**config.mk**
```make
export PLATFORM = sky130hd
export DESIGN_NAME = ais_select
export DESIGN_NICKNAME = d
export VERILOG_FILES = /design/src/core/ais_pkg.sv /design/src/core/ais_select.sv
export SDC_FILE = /design/constraint.sdc
export NUM_CORES = 1
export LEC_CHECK = 0
export BUFFER_PORTS_ARGS = -buffer_cell sky130_fd_sc_hd__buf_2
export CORE_AREA = 2 2 55 57
export DETAILED_ROUTE_END_ITERATION = 6
export DIE_AREA = 0 0 57 59
export PLACE_DENSITY = 0.73
export SKIP_CTS_REPAIR_TIMING = 1
export SYNTH_ARGS = -nofsm -noshare
export SYNTH_HDL_FRONTEND = slang
export SYNTH_SLANG_ARGS = --single-unit
```
**constraint.sdc**
```tcl
create_clock -name clk_sys -period 1.31 [get_ports clk_sys]
set_clock_uncertainty 0.05 [all_clocks]
set_input_delay 0.0655 -clock clk_sys [delete_from_list [all_inputs] [get_ports clk_sys]]
set_output_delay 0.0655 -clock clk_sys [all_outputs]
set_load 0.005 [all_outputs]
```
**src/core/ais_pkg.sv**
```systemverilog
/*
 * Constants for the converter input and reference select block.
 * Assumes an 8-bit special-function bus with a page register outside.
 */
`default_nettype none
package ais_pkg;
    localparam logic [7:0] AIS_MUX_SEL_ADDR = 8'hbb;
    localparam logic [7:0] AIS_MUX_SEL_PAGE = 8'h00;
    localparam logic [7:0] AIS_REF_CTRL_ADDR = 8'hd2;
    localparam logic [7:0] AIS_REF_CTRL_PAGE = 8'h0f;
    localparam logic [4:0] AIS_POS_RESET = 5'h1f;
    localparam logic [4:0] AIS_POS_TEMP = 5'h10;
    localparam logic [4:0] AIS_POS_REGOUT = 5'h11;
    localparam logic [4:0] AIS_POS_SUPPLY = 5'h12;
    localparam logic [4:0] AIS_POS_GROUND = 5'h13;
    localparam int AIS_POS_LSB = 0;
    localparam int AIS_TEMP_EN_BIT = 2;
    localparam int AIS_REF_SEL_LSB = 3;
    localparam int AIS_GND_SEL_BIT = 5;
    localparam logic [7:0] AIS_REF_CTRL_RESET = 8'h00;
    localparam logic [7:0] AIS_REF_CTRL_MASK = 8'h3c;
    typedef enum logic [1:0] {
        AIS_REF_EXTERNAL = 2'b00,
        AIS_REF_SUPPLY = 2'b01,
        AIS_REF_DIGITAL = 2'b10,
        AIS_REF_INTERNAL = 2'b11
    } ais_ref_t;
    typedef struct packed {
        logic [4:0] pos_code;
        ais_ref_t ref_sel;
        logic gnd_sel;
        logic temp_en;
        logic [7:0] rdata;
    } ais_state_t;
endpackage
`default_nettype wire

```
**src/core/ais_select.sv**
```systemverilog
/*
 * Converter input multiplexer and reference select registers.
 * Assumes SFR bus inputs synchronous to clk_sys; page value from outside, decoded here.
 */
`default_nettype none
// How it works
// - Five-bit input code picks pin, sensor, supplies
// - Mux register at 0xbb, page 0 only
// - Reference code 00 selects external pin
// - Reference code 11 selects internal 1.6 V
// - Internal reference powered only when converter needs
// - Code 01 supply, 10 regulated 1.8 V
// - Ground select bit uses analog ground pin
// - Sensor enable bit powers temperature sensor
module ais_select import ais_pkg::*; (
    input wire logic clk_sys,
    input wire logic resetn,
    input wire logic [7:0] sfr_addr,
    input wire logic [7:0] sfr_page,
    input wire logic sfr_wr,
    input wire logic sfr_rd,
    input wire logic [7:0] sfr_wdata,
    output logic [7:0] sfr_rdata,
    output logic sfr_hit,
    input wire logic conv_ref_request,
    output logic [4:0] positive_input_code,
    output logic [15:0] port_pin_select,
    output logic temp_select,
    output logic regout_select,
    output logic supply_select,
    output logic ground_select,
    output logic [1:0] reference_source_select,
    output logic ref_external_en,
    output logic ref_supply_en,
    output logic ref_digital_en,
    output logic ref_internal_en,
    output logic analog_ground_select,
    output logic temp_sensor_enable
);
    logic [1:0] rst_sync_q;
    logic [1:0] rst_sync_d;
    logic rst_n;
    ais_state_t s_q;
    ais_state_t s_d;
    logic hit_mux;
    logic hit_ref;
    logic wr_mux;
    logic wr_ref;
    logic rd_mux;
    logic rd_ref;
    logic [7:0] mux_view;
    logic [7:0] ref_view;
    logic [15:0] pin_dec;
    logic temp_dec;
    logic regout_dec;
    logic supply_dec;
    logic ground_dec;
    logic ext_dec;
    logic sup_dec;
    logic dig_dec;
    logic int_dec;

    // Address and page must both match
    function automatic logic sel_hit(
        input logic [7:0] a,
        input logic [7:0] p,
        input logic [7:0] ra,
        input logic [7:0] rp
    );
        sel_hit = (a == ra) && (p == rp);
    endfunction

    // Read image of the mux register, upper bits zero
    function automatic logic [7:0] mux_image(
        input logic [4:0] code
    );
        mux_image = 8'h00;
        mux_image[AIS_POS_LSB +: 5] = code;
    endfunction

    // Read image of the reference control register
    function automatic logic [7:0] ref_image(
        input ais_ref_t rs,
        input logic gs,
        input logic te
    );
        ref_image = 8'h00;
        ref_image[AIS_REF_SEL_LSB +: 2] = rs;
        ref_image[AIS_GND_SEL_BIT] = gs;
        ref_image[AIS_TEMP_EN_BIT] = te;
        ref_image = ref_image & AIS_REF_CTRL_MASK;
    endfunction

    // Reset release through two flops
    always_comb begin
        rst_sync_d = {rst_sync_q[0], 1'b1};
    end

    always_ff @(posedge clk_sys or negedge resetn) begin
        if (!resetn) begin
            rst_sync_q <= 2'b00;
        end else begin
            rst_sync_q <= rst_sync_d;
        end
    end

    assign rst_n = rst_sync_q[1];

    // Register decode
    assign hit_mux = sel_hit(sfr_addr, sfr_page, AIS_MUX_SEL_ADDR,
                             AIS_MUX_SEL_PAGE);
    assign hit_ref = sel_hit(sfr_addr, sfr_page, AIS_REF_CTRL_ADDR,
                             AIS_REF_CTRL_PAGE);
    assign sfr_hit = hit_mux | hit_ref;
    assign wr_mux = sfr_wr & hit_mux;
    assign wr_ref = sfr_wr & hit_ref;
    assign rd_mux = sfr_rd & hit_mux;
    assign rd_ref = sfr_rd & hit_ref;

    assign mux_view = mux_image(s_q.pos_code);
    assign ref_view = ref_image(s_q.ref_sel, s_q.gnd_sel, s_q.temp_en);

    // Next state
    always_comb begin
        s_d = s_q;
        if (wr_mux) begin
            s_d.pos_code = sfr_wdata[AIS_POS_LSB +: 5];
        end
        if (wr_ref) begin
            s_d.ref_sel = ais_ref_t'(sfr_wdata[AIS_REF_SEL_LSB +: 2]);
            s_d.gnd_sel = sfr_wdata[AIS_GND_SEL_BIT];
            s_d.temp_en = sfr_wdata[AIS_TEMP_EN_BIT];
        end
        s_d.rdata = 8'h00;
        if (rd_mux) begin
            s_d.rdata = mux_view;
        end else if (rd_ref) begin
            s_d.rdata = ref_view;
        end
    end

    // State register
    always_ff @(posedge clk_sys or negedge rst_n) begin
        if (!rst_n) begin
            s_q.pos_code <= AIS_POS_RESET;
            s_q.ref_sel <= AIS_REF_EXTERNAL;
            s_q.gnd_sel <= AIS_REF_CTRL_RESET[AIS_GND_SEL_BIT];
            s_q.temp_en <= AIS_REF_CTRL_RESET[AIS_TEMP_EN_BIT];
            s_q.rdata <= 8'h00;
        end else begin
            s_q <= s_d;
        end
    end

    // Positive input decode
    always_comb begin
        pin_dec = 16'h0000;
        temp_dec = 1'b0;
        regout_dec = 1'b0;
        supply_dec = 1'b0;
        ground_dec = 1'b0;
        case (s_q.pos_code)
            AIS_POS_TEMP: begin
                temp_dec = 1'b1;
            end
            AIS_POS_REGOUT: begin
                regout_dec = 1'b1;
            end
            AIS_POS_SUPPLY: begin
                supply_dec = 1'b1;
            end
            AIS_POS_GROUND: begin
                ground_dec = 1'b1;
            end
            default: begin
                if (s_q.pos_code[4] == 1'b0) begin
                    pin_dec[s_q.pos_code[3:0]] = 1'b1;
                end
            end
        endcase
    end

    // Reference source decode
    always_comb begin
        ext_dec = 1'b0;
        sup_dec = 1'b0;
        dig_dec = 1'b0;
        int_dec = 1'b0;
        case (s_q.ref_sel)
            AIS_REF_EXTERNAL: begin
                ext_dec = 1'b1;
            end
            AIS_REF_SUPPLY: begin
                sup_dec = 1'b1;
            end
            AIS_REF_DIGITAL: begin
                dig_dec = 1'b1;
            end
            AIS_REF_INTERNAL: begin
                // Powered only while the converter asks for it
                int_dec = conv_ref_request;
            end
            default: begin
                ext_dec = 1'b0;
            end
        endcase
    end

    // Outputs follow the registers, except ref_internal_en, which is also gated by conv_ref_request
    assign sfr_rdata = s_q.rdata;
    assign positive_input_code = s_q.pos_code;

    assign port_pin_select = pin_dec;
    assign temp_select = temp_dec;
    assign regout_select = regout_dec;
    assign supply_select = supply_dec;
    assign ground_select = ground_dec;

    assign reference_source_select = s_q.ref_sel;
    assign ref_external_en = ext_dec;
    assign ref_supply_en = sup_dec;
    assign ref_digital_en = dig_dec;
    assign ref_internal_en = int_dec;

    assign analog_ground_select = s_q.gnd_sel;
    assign temp_sensor_enable = s_q.temp_en;

endmodule
`default_nettype wire

```
* After elaboration in Yosys (flattened, before gate mapping)
Index checks and enable logic that the tools add are counted.
Widths: inputs -> output; s select.
** Word-level totals
- Register bits after elaboration :: 19
- Bits in latches :: 0
- RAM bits :: 0
- ROM bits :: 0
- Bits of input ports :: 29
- Output and inout port bits :: 42
- Logic and storage cells :: 43
- Memories :: 0
** Operators by class
- Add/subtract/negate cells :: 0
- $mul :: 0
- Divide/modulo/power cells :: 0
- Magnitude comparators :: 2
- Equality and inequality tests :: 10
- Shifts and indexed selects :: 0
- Multiplexer cells :: 14
- Bitwise logic cells :: 5
- Reductions and logical operators :: 6
** Operators with widths (count)
- $mux 16 :: 2
- $eq 5x5->1 const B :: 4
- $eq 8x8->1 const B :: 2
- $mux 1 :: 9
- $eq 8x4->1 const B :: 1
- $logic_not 8->1 :: 1
- $mux 8 :: 1
- $mux 6 :: 1
- $lt 4x5->1 const B :: 1
- $and 1x1->1 :: 4
- $demux 1 s4 :: 1
- $eq 2x2->1 const B :: 2
- $ge 4x1->1 const B :: 1
- $reduce_or 4->1 :: 1
- $logic_and 1x1->1 :: 3
- $eq 2x1->1 const B :: 1
- $logic_not 2->1 :: 1
- $or 1x1->1 :: 1

* Logic depth before layout (Yosys ltp)
Gate-level depths: netlist of run 1.
- Word-level depth :: 6
- Mapped depth :: 4
- Depth with buffers taken out :: 4

* Least setup slack after synthesis of run 1
Ideal clock, no wire load.
- Path kind :: input -> register
- Start :: input port sfr_addr[2]
- End :: register s_q, in the netlist analog_ground_select
- Setup time :: 0.125 ns
- Data arrival time :: 1.399 ns
- Required time :: 1.135 ns
- Path slack :: -0.263 ns
- Stages on the path :: 4
- Buffers on the path :: 0
- Path through :: nand4b_4 > or4b_4 > nor2_1 > mux2_2
** Between the ends
- Word-level cells in the longest chain between the ends :: 3
** RTL lines
- start, declared :: line ais_select.sv:18 : input wire logic [7:0] sfr_addr,
- $eq 8x8->1 :: line ais_select.sv:70 : sel_hit = (a == ra) && (p == rp);
- $logic_and 1x1->1 :: line ais_select.sv:70
- $and 1x1->1 :: line ais_select.sv:116 : assign wr_ref = sfr_wr & hit_ref;
- end, declared :: line ais_select.sv:43 : ais_state_t s_q;
No other way between the ends.
A chain may end at the register's enable or synchronous reset.

* Final worst setup path of run 1
- Start :: register s_q, in the netlist positive_input_code[2]
- End :: output port port_pin_select[13]
** Between the ends
- Word-level cells in the longest chain between the ends :: 6
- Elaborated cells on any way between the ends :: 12
- Classes of those cells :: order compare: 2; eq/ne: 4; mux: 4; reduce/logical: 2
** RTL lines
- $lt 4x5->1 (not written as such) / $ge 4x1->1 (equally long branches) :: line ais_select.sv:177 : pin_dec[s_q.pos_code[3:0]] = 1'b1;
- $logic_and 1x1->1 (not written as such) :: line ais_select.sv:177
- $mux 1 (not written as such) :: line ais_select.sv:177
- $demux 1 s4 :: line ais_select.sv:177
- $mux 16 :: line ais_select.sv:176 : if (s_q.pos_code[4] == 1'b0) begin
- $mux 16 * :: line ais_select.sv:162 : case (s_q.pos_code)
- end, declared :: line ais_select.sv:27 : output logic [15:0] port_pin_select,
Mark *: on every way between the ends. The rest lies on a longest branch, timed or not.

==> results.yml, run 1 <==
status:
  status: "finished with violations"
  violations: "negative setup slack"
sta:
  fmax_mhz: 600.6
  finalWorstSetupSlack_ns: -0.3549
  tightest_slew_ns: 0.5959
  min_period_ns: 1.665
  hold_violations: 0
  slew_viol_final: 0
  rsz0062_at_grt: "true"
  maxSlewHeadroom_pct: 60.27
  min_period_over_period_pct: 127.1
  setup_violations: 33
global_route:
  gr-total-overflow: 0
  grt_pass1_vias: 917
  grt_max_degree: 16
  grt_pass1_wl_um: 3967
  antenna_found_initial: 0
  grt_use_total_pct: 15.14
logic_synthesis:
  yosys-top-cells-count: "nor2_1, dfrtp_1, mux2_2"
  yosys-top-cells-area: "dfrtp_1, dfstp_2, mux2_2, nor2_1, and3_2"
  yosys.area.top_type: "dfrtp_1"
  synth_area_um2: 945.9
  synth_seq_area_share_pct: 45.63
  synth_edf_count: 0
  syn_inst: 92
  synth.avg_cell_area_um2: 10.28
  synth_top_area_share_pct: 31.75
  yosys_most_used_dff: "dfrtp_1"
  ys_ff_latch: 17
  synth.distinct_cells: 26
  synth.most_common_cell: "nor2_1"
  ys_warn_count: 0
  async_flop_share_pct: 100.0
clock_tree:
  root_buffer: "clkbuf_4"
  clkTransAtPathRegs_ns: 0.10
  cts_tree: "done"
  cts_buffers: 3
  clk_path_buf_depth: 2
  cts_sinks: 17
  insertion_delay_ns: 0.28
  htree_levels: 1
power_and_ir_drop:
  seqPwrFrac_pct: 58.4
  power_density_nw_per_um2: 532.4
  power_frac_comb_pct: 11.6
  cellLeakagePower_nw: 0.9586
  sw_frac_of_total_pct: 22.37
  switching_power_uw: 206.0
  pwr-share-clk_pct: 30.0
  peakVddDrop_mv: 0.4249
  internal_power_uw: 714.7
  total_power_uw: 920.6
worst_setup_path:
  path_buf_inv: 3
  start_kind: "register"
  cp_slowest_cell: "dfstp_2"
  crit_type: "reg2out"
  required_ns: 1.19
  crit_path_max_fanout: 5
  critPathArrivalTime_ns: 1.55
  critPathMaxStageDelay_ns: 0.55
  end_kind: "output port"
  crit_family: "flip-flops"
  worstPathCellList: "buf_6 -> buf_4 -> nand3b_1 -> nor2_1 -> buf_2"
floorplanning:
  ioPinCount: 71
  die_h_um: 59
  die_area_um2: 3363
  start_util_pct: 34.90
  coreArea_um2: 2710
  row_count: 19
  die_w_um: 57
drt:
  wirelength_um: 3090
  dr.pass1.iters: 4
  vias: 1131
  via_per_inst: 5.164
  drt-wirelength-per-cell_um: 14.11
  drc: 0
  final_antenna_net_count: 0
  drtIter0Drc: 21
flow_run:
  drv_cap: 0
finish:
  n_fill_cell: 213
  layout.nets: 218
  diodes: 0
  area_delta_synth_final_pct: 82.80
  drive_gt1_share_pct: 71.81
hold_path:
  hold_path_class: "in2async"
place:
  place.gp.congestion: 0.7405
  hpwl_um: 2119
  io_buffers: 66
  pre_cts_slack_ns: -0.3510
-- routing by layer --
layer  wire length [um]  global-route usage [%]  vias to the layer above
li1                   -                       -                      520
met2               1739                   28.08                       63
met3                179                   1.965                        8
met4                 36                   6.645                        0
met5                  0                       0                        -
met1               1136                   17.45                      540
-- layout make-up --
cell class / instances / area [um2] / share of cell area [%]
flip-flops and latches: 17 / 431.7 / 24.96
repair buffers: 95 / 615.6 / 35.60
clock buffers: 4 / 26.28 / 1.520
well taps: 31 / 38.79 / 2.243
multi-input cells: 72 / 616.8 / 35.67
-- path summary, 6_finish.rpt --
path	startpoint	endpoint	slack, ns	cells after the start
min reg2reg	rst_sync_q[1]$_DFF_PN0_	sfr_rdata[2]$_DFF_PN0_	0.20	0
max in group asynchronous	rst_sync_q[1]$_DFF_PN0_	temp_sensor_enable$_DFFE_PN0P_	0.63	0
max	positive_input_code[2]$_DFFE_PN1P_	port_pin_select[13]	-0.35	5
max reg2reg	positive_input_code[3]$_DFFE_PN1P_	sfr_rdata[3]$_DFF_PN0_	0.16	3
min	resetn	rst_sync_q[1]$_DFF_PN0_	0.03	2
min in group clk_sys	sfr_rd	sfr_rdata[0]$_DFF_PN0_	0.09	2
-- worst reg2reg max path, stage by stage (launching register included) --
cell	delay (ns)
dfstp_2	0.64
buf_4	0.14
and3_2	0.16
a31o_1	0.10
-- layout by cell type (no fill, tap or decap) --
cell	n
buf_2	61
buf_4	17
nor2_1	16
dfrtp_1	12
buf_6	10
mux2_4	8
dlygate4sd3_1	7
and3_2	5
dfstp_2	5
nor2_2	4
nor3_2	4
nand2_2	3
nand2_1	3
a31o_1	3
conb_1	3
clkbuf_4	3
nand2b_1	2
or4b_4	2
or4_4	2
nor4_4	2
nor2b_1	2
or3b_4	1
nand3b_1	1
nand4b_4	1
nand4b_1	1
nor4_1	1
or4bb_4	1
or3_4	1
nor3_4	1
o21ai_2	1
and3_1	1
and3_4	1
mux2_2	1
nor2_4	1
clkbuf_1	1
-- power groups by stage --
stage	Clock [mW]	Combinational, mW	Sequential, mW
3_3_place_gp	0	0.0676	0.547
5_1_grt	0.307	0.117	0.540
4_1_cts	0.277	0.0713	0.538
2_1_floorplan	0	0.0218	0.545
3_5_place_dp	0	0.0713	0.548
6_report	0.276	0.107	0.537
-- sequential cells by signal (all words and copies together), names as in the netlist --
register                 cells
sfr_rdata                    6
positive_input_code          5
reference_source_select      2
rst_sync_q                   2
analog_ground_select         1
temp_sensor_enable           1
-- stage by stage --
| step | utilization (%) | instances | hold WS [ns] | setup TNS (ns) | instance area, um2 |
|---|---|---|---|---|---|
| after floorplan | - | 93 | -0.2801 | -2.216 | 980.9 |
| after global placement | 51.20 | 194 | -0.2004 | -4.481 | 1388 |
| after detailed placement | 51.20 | 194 | -0.1974 | -4.951 | 1388 |
| after CTS | 52.17 | 198 | -0.5106 | -4.407 | 1414 |
| after global routing | 63.80 | 219 | 0.01399 | -7.085 | 1729 |
| final | 63.80 | 219 | 0.03228 | -5.691 | 1729 |
-- logic make-up after synthesis --
family / count (synthesis) / synth area share, %
multiplexers: 9 / 10.71
AO/OA/AOI/OAI: 4 / 3.307
other: 2 / 0.7939
flip-flops: 17 / 45.64
AND/OR/NAND/NOR: 56 / 37.17
buffers and inverters: 4 / 2.381
Note: power is estimated with default switching activity, not from simulation.
==> run 2, diff against run 1 <==
Settings changed: ABC_AREA from default to 1, CORE_AREA 2 2 55 57 to 2 2 56 58, DIE_AREA 0 0 57 59 to 0 0 58 60, PLACE_DENSITY 0.73 to 0.74.
==> results.yml, run 2 <==
finish:
  area_delta_synth_final_pct: 51.75
  layout_common_cells: "buf_2, nand2_1, nor2_1"
  instances_no_fill: 261
  final_common_cell: "buf_2"
  diodes: 0
  drive_gt1_share_pct: 46.05
  largest_reg_flops: 6
  final_util_pct: 54.09
  layout.nets: 258
worst_setup_path:
  cp_slowest_cell: "dfstp_2"
  worstPathCellList: "inv_2 -> nor3_2 -> buf_2"
  crit_family: "flip-flops"
  start_kind: "register"
  critPathArrivalTime_ns: 1.37
  end_kind: "output port"
  required_ns: 1.19
  path_buf_inv: 2
  critPathMaxStageDelay_ns: 0.63
  crit_type: "reg2out"
  crit_path_max_fanout: 7
place:
  hpwl_um: 2138
  place.gp.congestion: 0.7884
  place_inst: 247
  io_buffers: 66
global_route:
  grt_use_total_pct: 14.98
  grt_pass1_wl_um: 4084
  gr-total-overflow: 0
  antenna_found_initial: 0
  grt_max_degree: 16
  grt_pass1_vias: 1004
logic_synthesis:
  synth.distinct_cells: 18
  synth_area_um2: 1035
  synth_top_area_share_pct: 29.02
  synth.avg_cell_area_um2: 6.991
  yosys.area.top_type: "dfrtp_1"
  ys_warn_count: 0
  syn_inst: 148
  synth_seq_area_share_pct: 41.72
  ys_ff_latch: 17
  yosys-top-cells-count: "nand2_1, nor2_1, inv_1"
  async_flop_share_pct: 100.0
  synth_edf_count: 0
  synth.most_common_cell: "nand2_1"
  yosys_most_used_dff: "dfrtp_1"
  yosys-top-cells-area: "dfrtp_1, nand2_1, dfstp_2, nor2_1, inv_1"
clock_tree:
  root_buffer: "clkbuf_4"
  clk_path_buf_depth: 2
  insertion_delay_ns: 0.29
  cts_buffers: 3
  cts_sinks: 17
  clkTransAtPathRegs_ns: 0.10
  cts_tree: "done"
  htree_levels: 1
drt:
  dr.pass1.iters: 4
  drc: 0
  vias: 1173
  drtIter0Drc: 25
  wirelength_um: 2685
  final_antenna_net_count: 0
  drt-wirelength-per-cell_um: 10.29
  via_per_inst: 4.494
status:
  status: "finished with violations"
  violations: "negative setup slack"
flow_run:
  drv_cap: 0
sta:
  maxSlewHeadroom_pct: 62.03
  rsz0062_at_grt: "true"
  slew_viol_final: 0
  hold_violations: 0
  finalWorstSetupSlack_ns: -0.1719
  min_period_over_period_pct: 113.1
  setup_tns_ns: -2.096
  setup_violations: 20
  tightest_slew_ns: 0.5696
  min_period_ns: 1.482
  hold-worst-slack_ns: 0.01838
  fmax_mhz: 674.8
power_and_ir_drop:
  total_power_uw: 906.0
  peakVddDrop_mv: 0.7517
  power_density_nw_per_um2: 577.0
  cellLeakagePower_nw: 0.9125
floorplanning:
  die_area_um2: 3480
  die_w_um: 58
  die_h_um: 60
  coreArea_um2: 2903
  ioPinCount: 71
  start_util_pct: 35.65
  row_count: 20
hold_path:
  hold_path_class: "in2async"
-- run 2: path summary, 6_finish.rpt --
check                                                     endpoint  slack [ns]                               start  cells after the start
worst max-delay path                                 ground_select       -0.17  positive_input_code[1]$_DFFE_PN1P_                      3
worst min-delay path                       rst_sync_q[0]$_DFF_PN0_        0.02                              resetn                      2
worst max register to register              sfr_rdata[1]$_DFF_PN0_        0.30  positive_input_code[1]$_DFFE_PN1P_                      2
worst min register to register    analog_ground_select$_DFFE_PN0P_        0.19             rst_sync_q[1]$_DFF_PN0_                      0
max in group asynchronous       positive_input_code[3]$_DFFE_PN1P_        0.64             rst_sync_q[1]$_DFF_PN0_                      0
min in group clk_sys                        sfr_rdata[5]$_DFF_PN0_        0.04                              sfr_rd                      3
-- run 2: cell families after synthesis --
kind of cell	count (synthesis)	share of synthesized area, %
flip-flops	17	41.72
other	2	0.7258
AO/OA/AOI/OAI	3	1.451
buffers and inverters	18	7.255
AND/OR/NAND/NOR	108	48.85
-- run 2: layout make-up --
cell class	instances	area, um2
fill	313	1333
multi-input combinational	114	579.3
sequential	17	431.7
timing repair buffer	77	430.4
inverter	16	60.06
tap	33	41.29
clock buffer	3	22.52
clock inverter	1	5.005
-- run 2: worst reg2reg max path: stages (launching register included) --
cell	delay, ns
dfstp_2	0.63
inv_2	0.10
nor2_1	0.14
-- run 2: power by group --
part | internal, mW | switching [mW] | total (mW) | leakage (nW)
combinational | 0.0515 | 0.0457 | 0.0971 | 0.680
sequential | 0.528 | 0.00881 | 0.537 | 0.215
clock | 0.113 | 0.158 | 0.272 | 0.0177
total | 0.693 | 0.213 | 0.906 | 0.913
-- run 2: per-stage QoR --
step | area [um2] | setup slack, ns
2_1_floorplan | 1039 | 0.1859
6_report | 1570 | -0.1719
3_3_place_gp | 1403 | 0.1501
3_5_place_dp | 1403 | 0.1424
4_1_cts | 1430 | -0.1800
5_1_grt | 1570 | -0.2099
-- run 2: metal layers --
metal	wire (um)	global-route usage [%]	part of all wire [%]
met4	0	0.9967	0
met3	164	4.545	6.1
met2	1424	27.44	53
met1	1096	18.08	41
met5	0	0	0
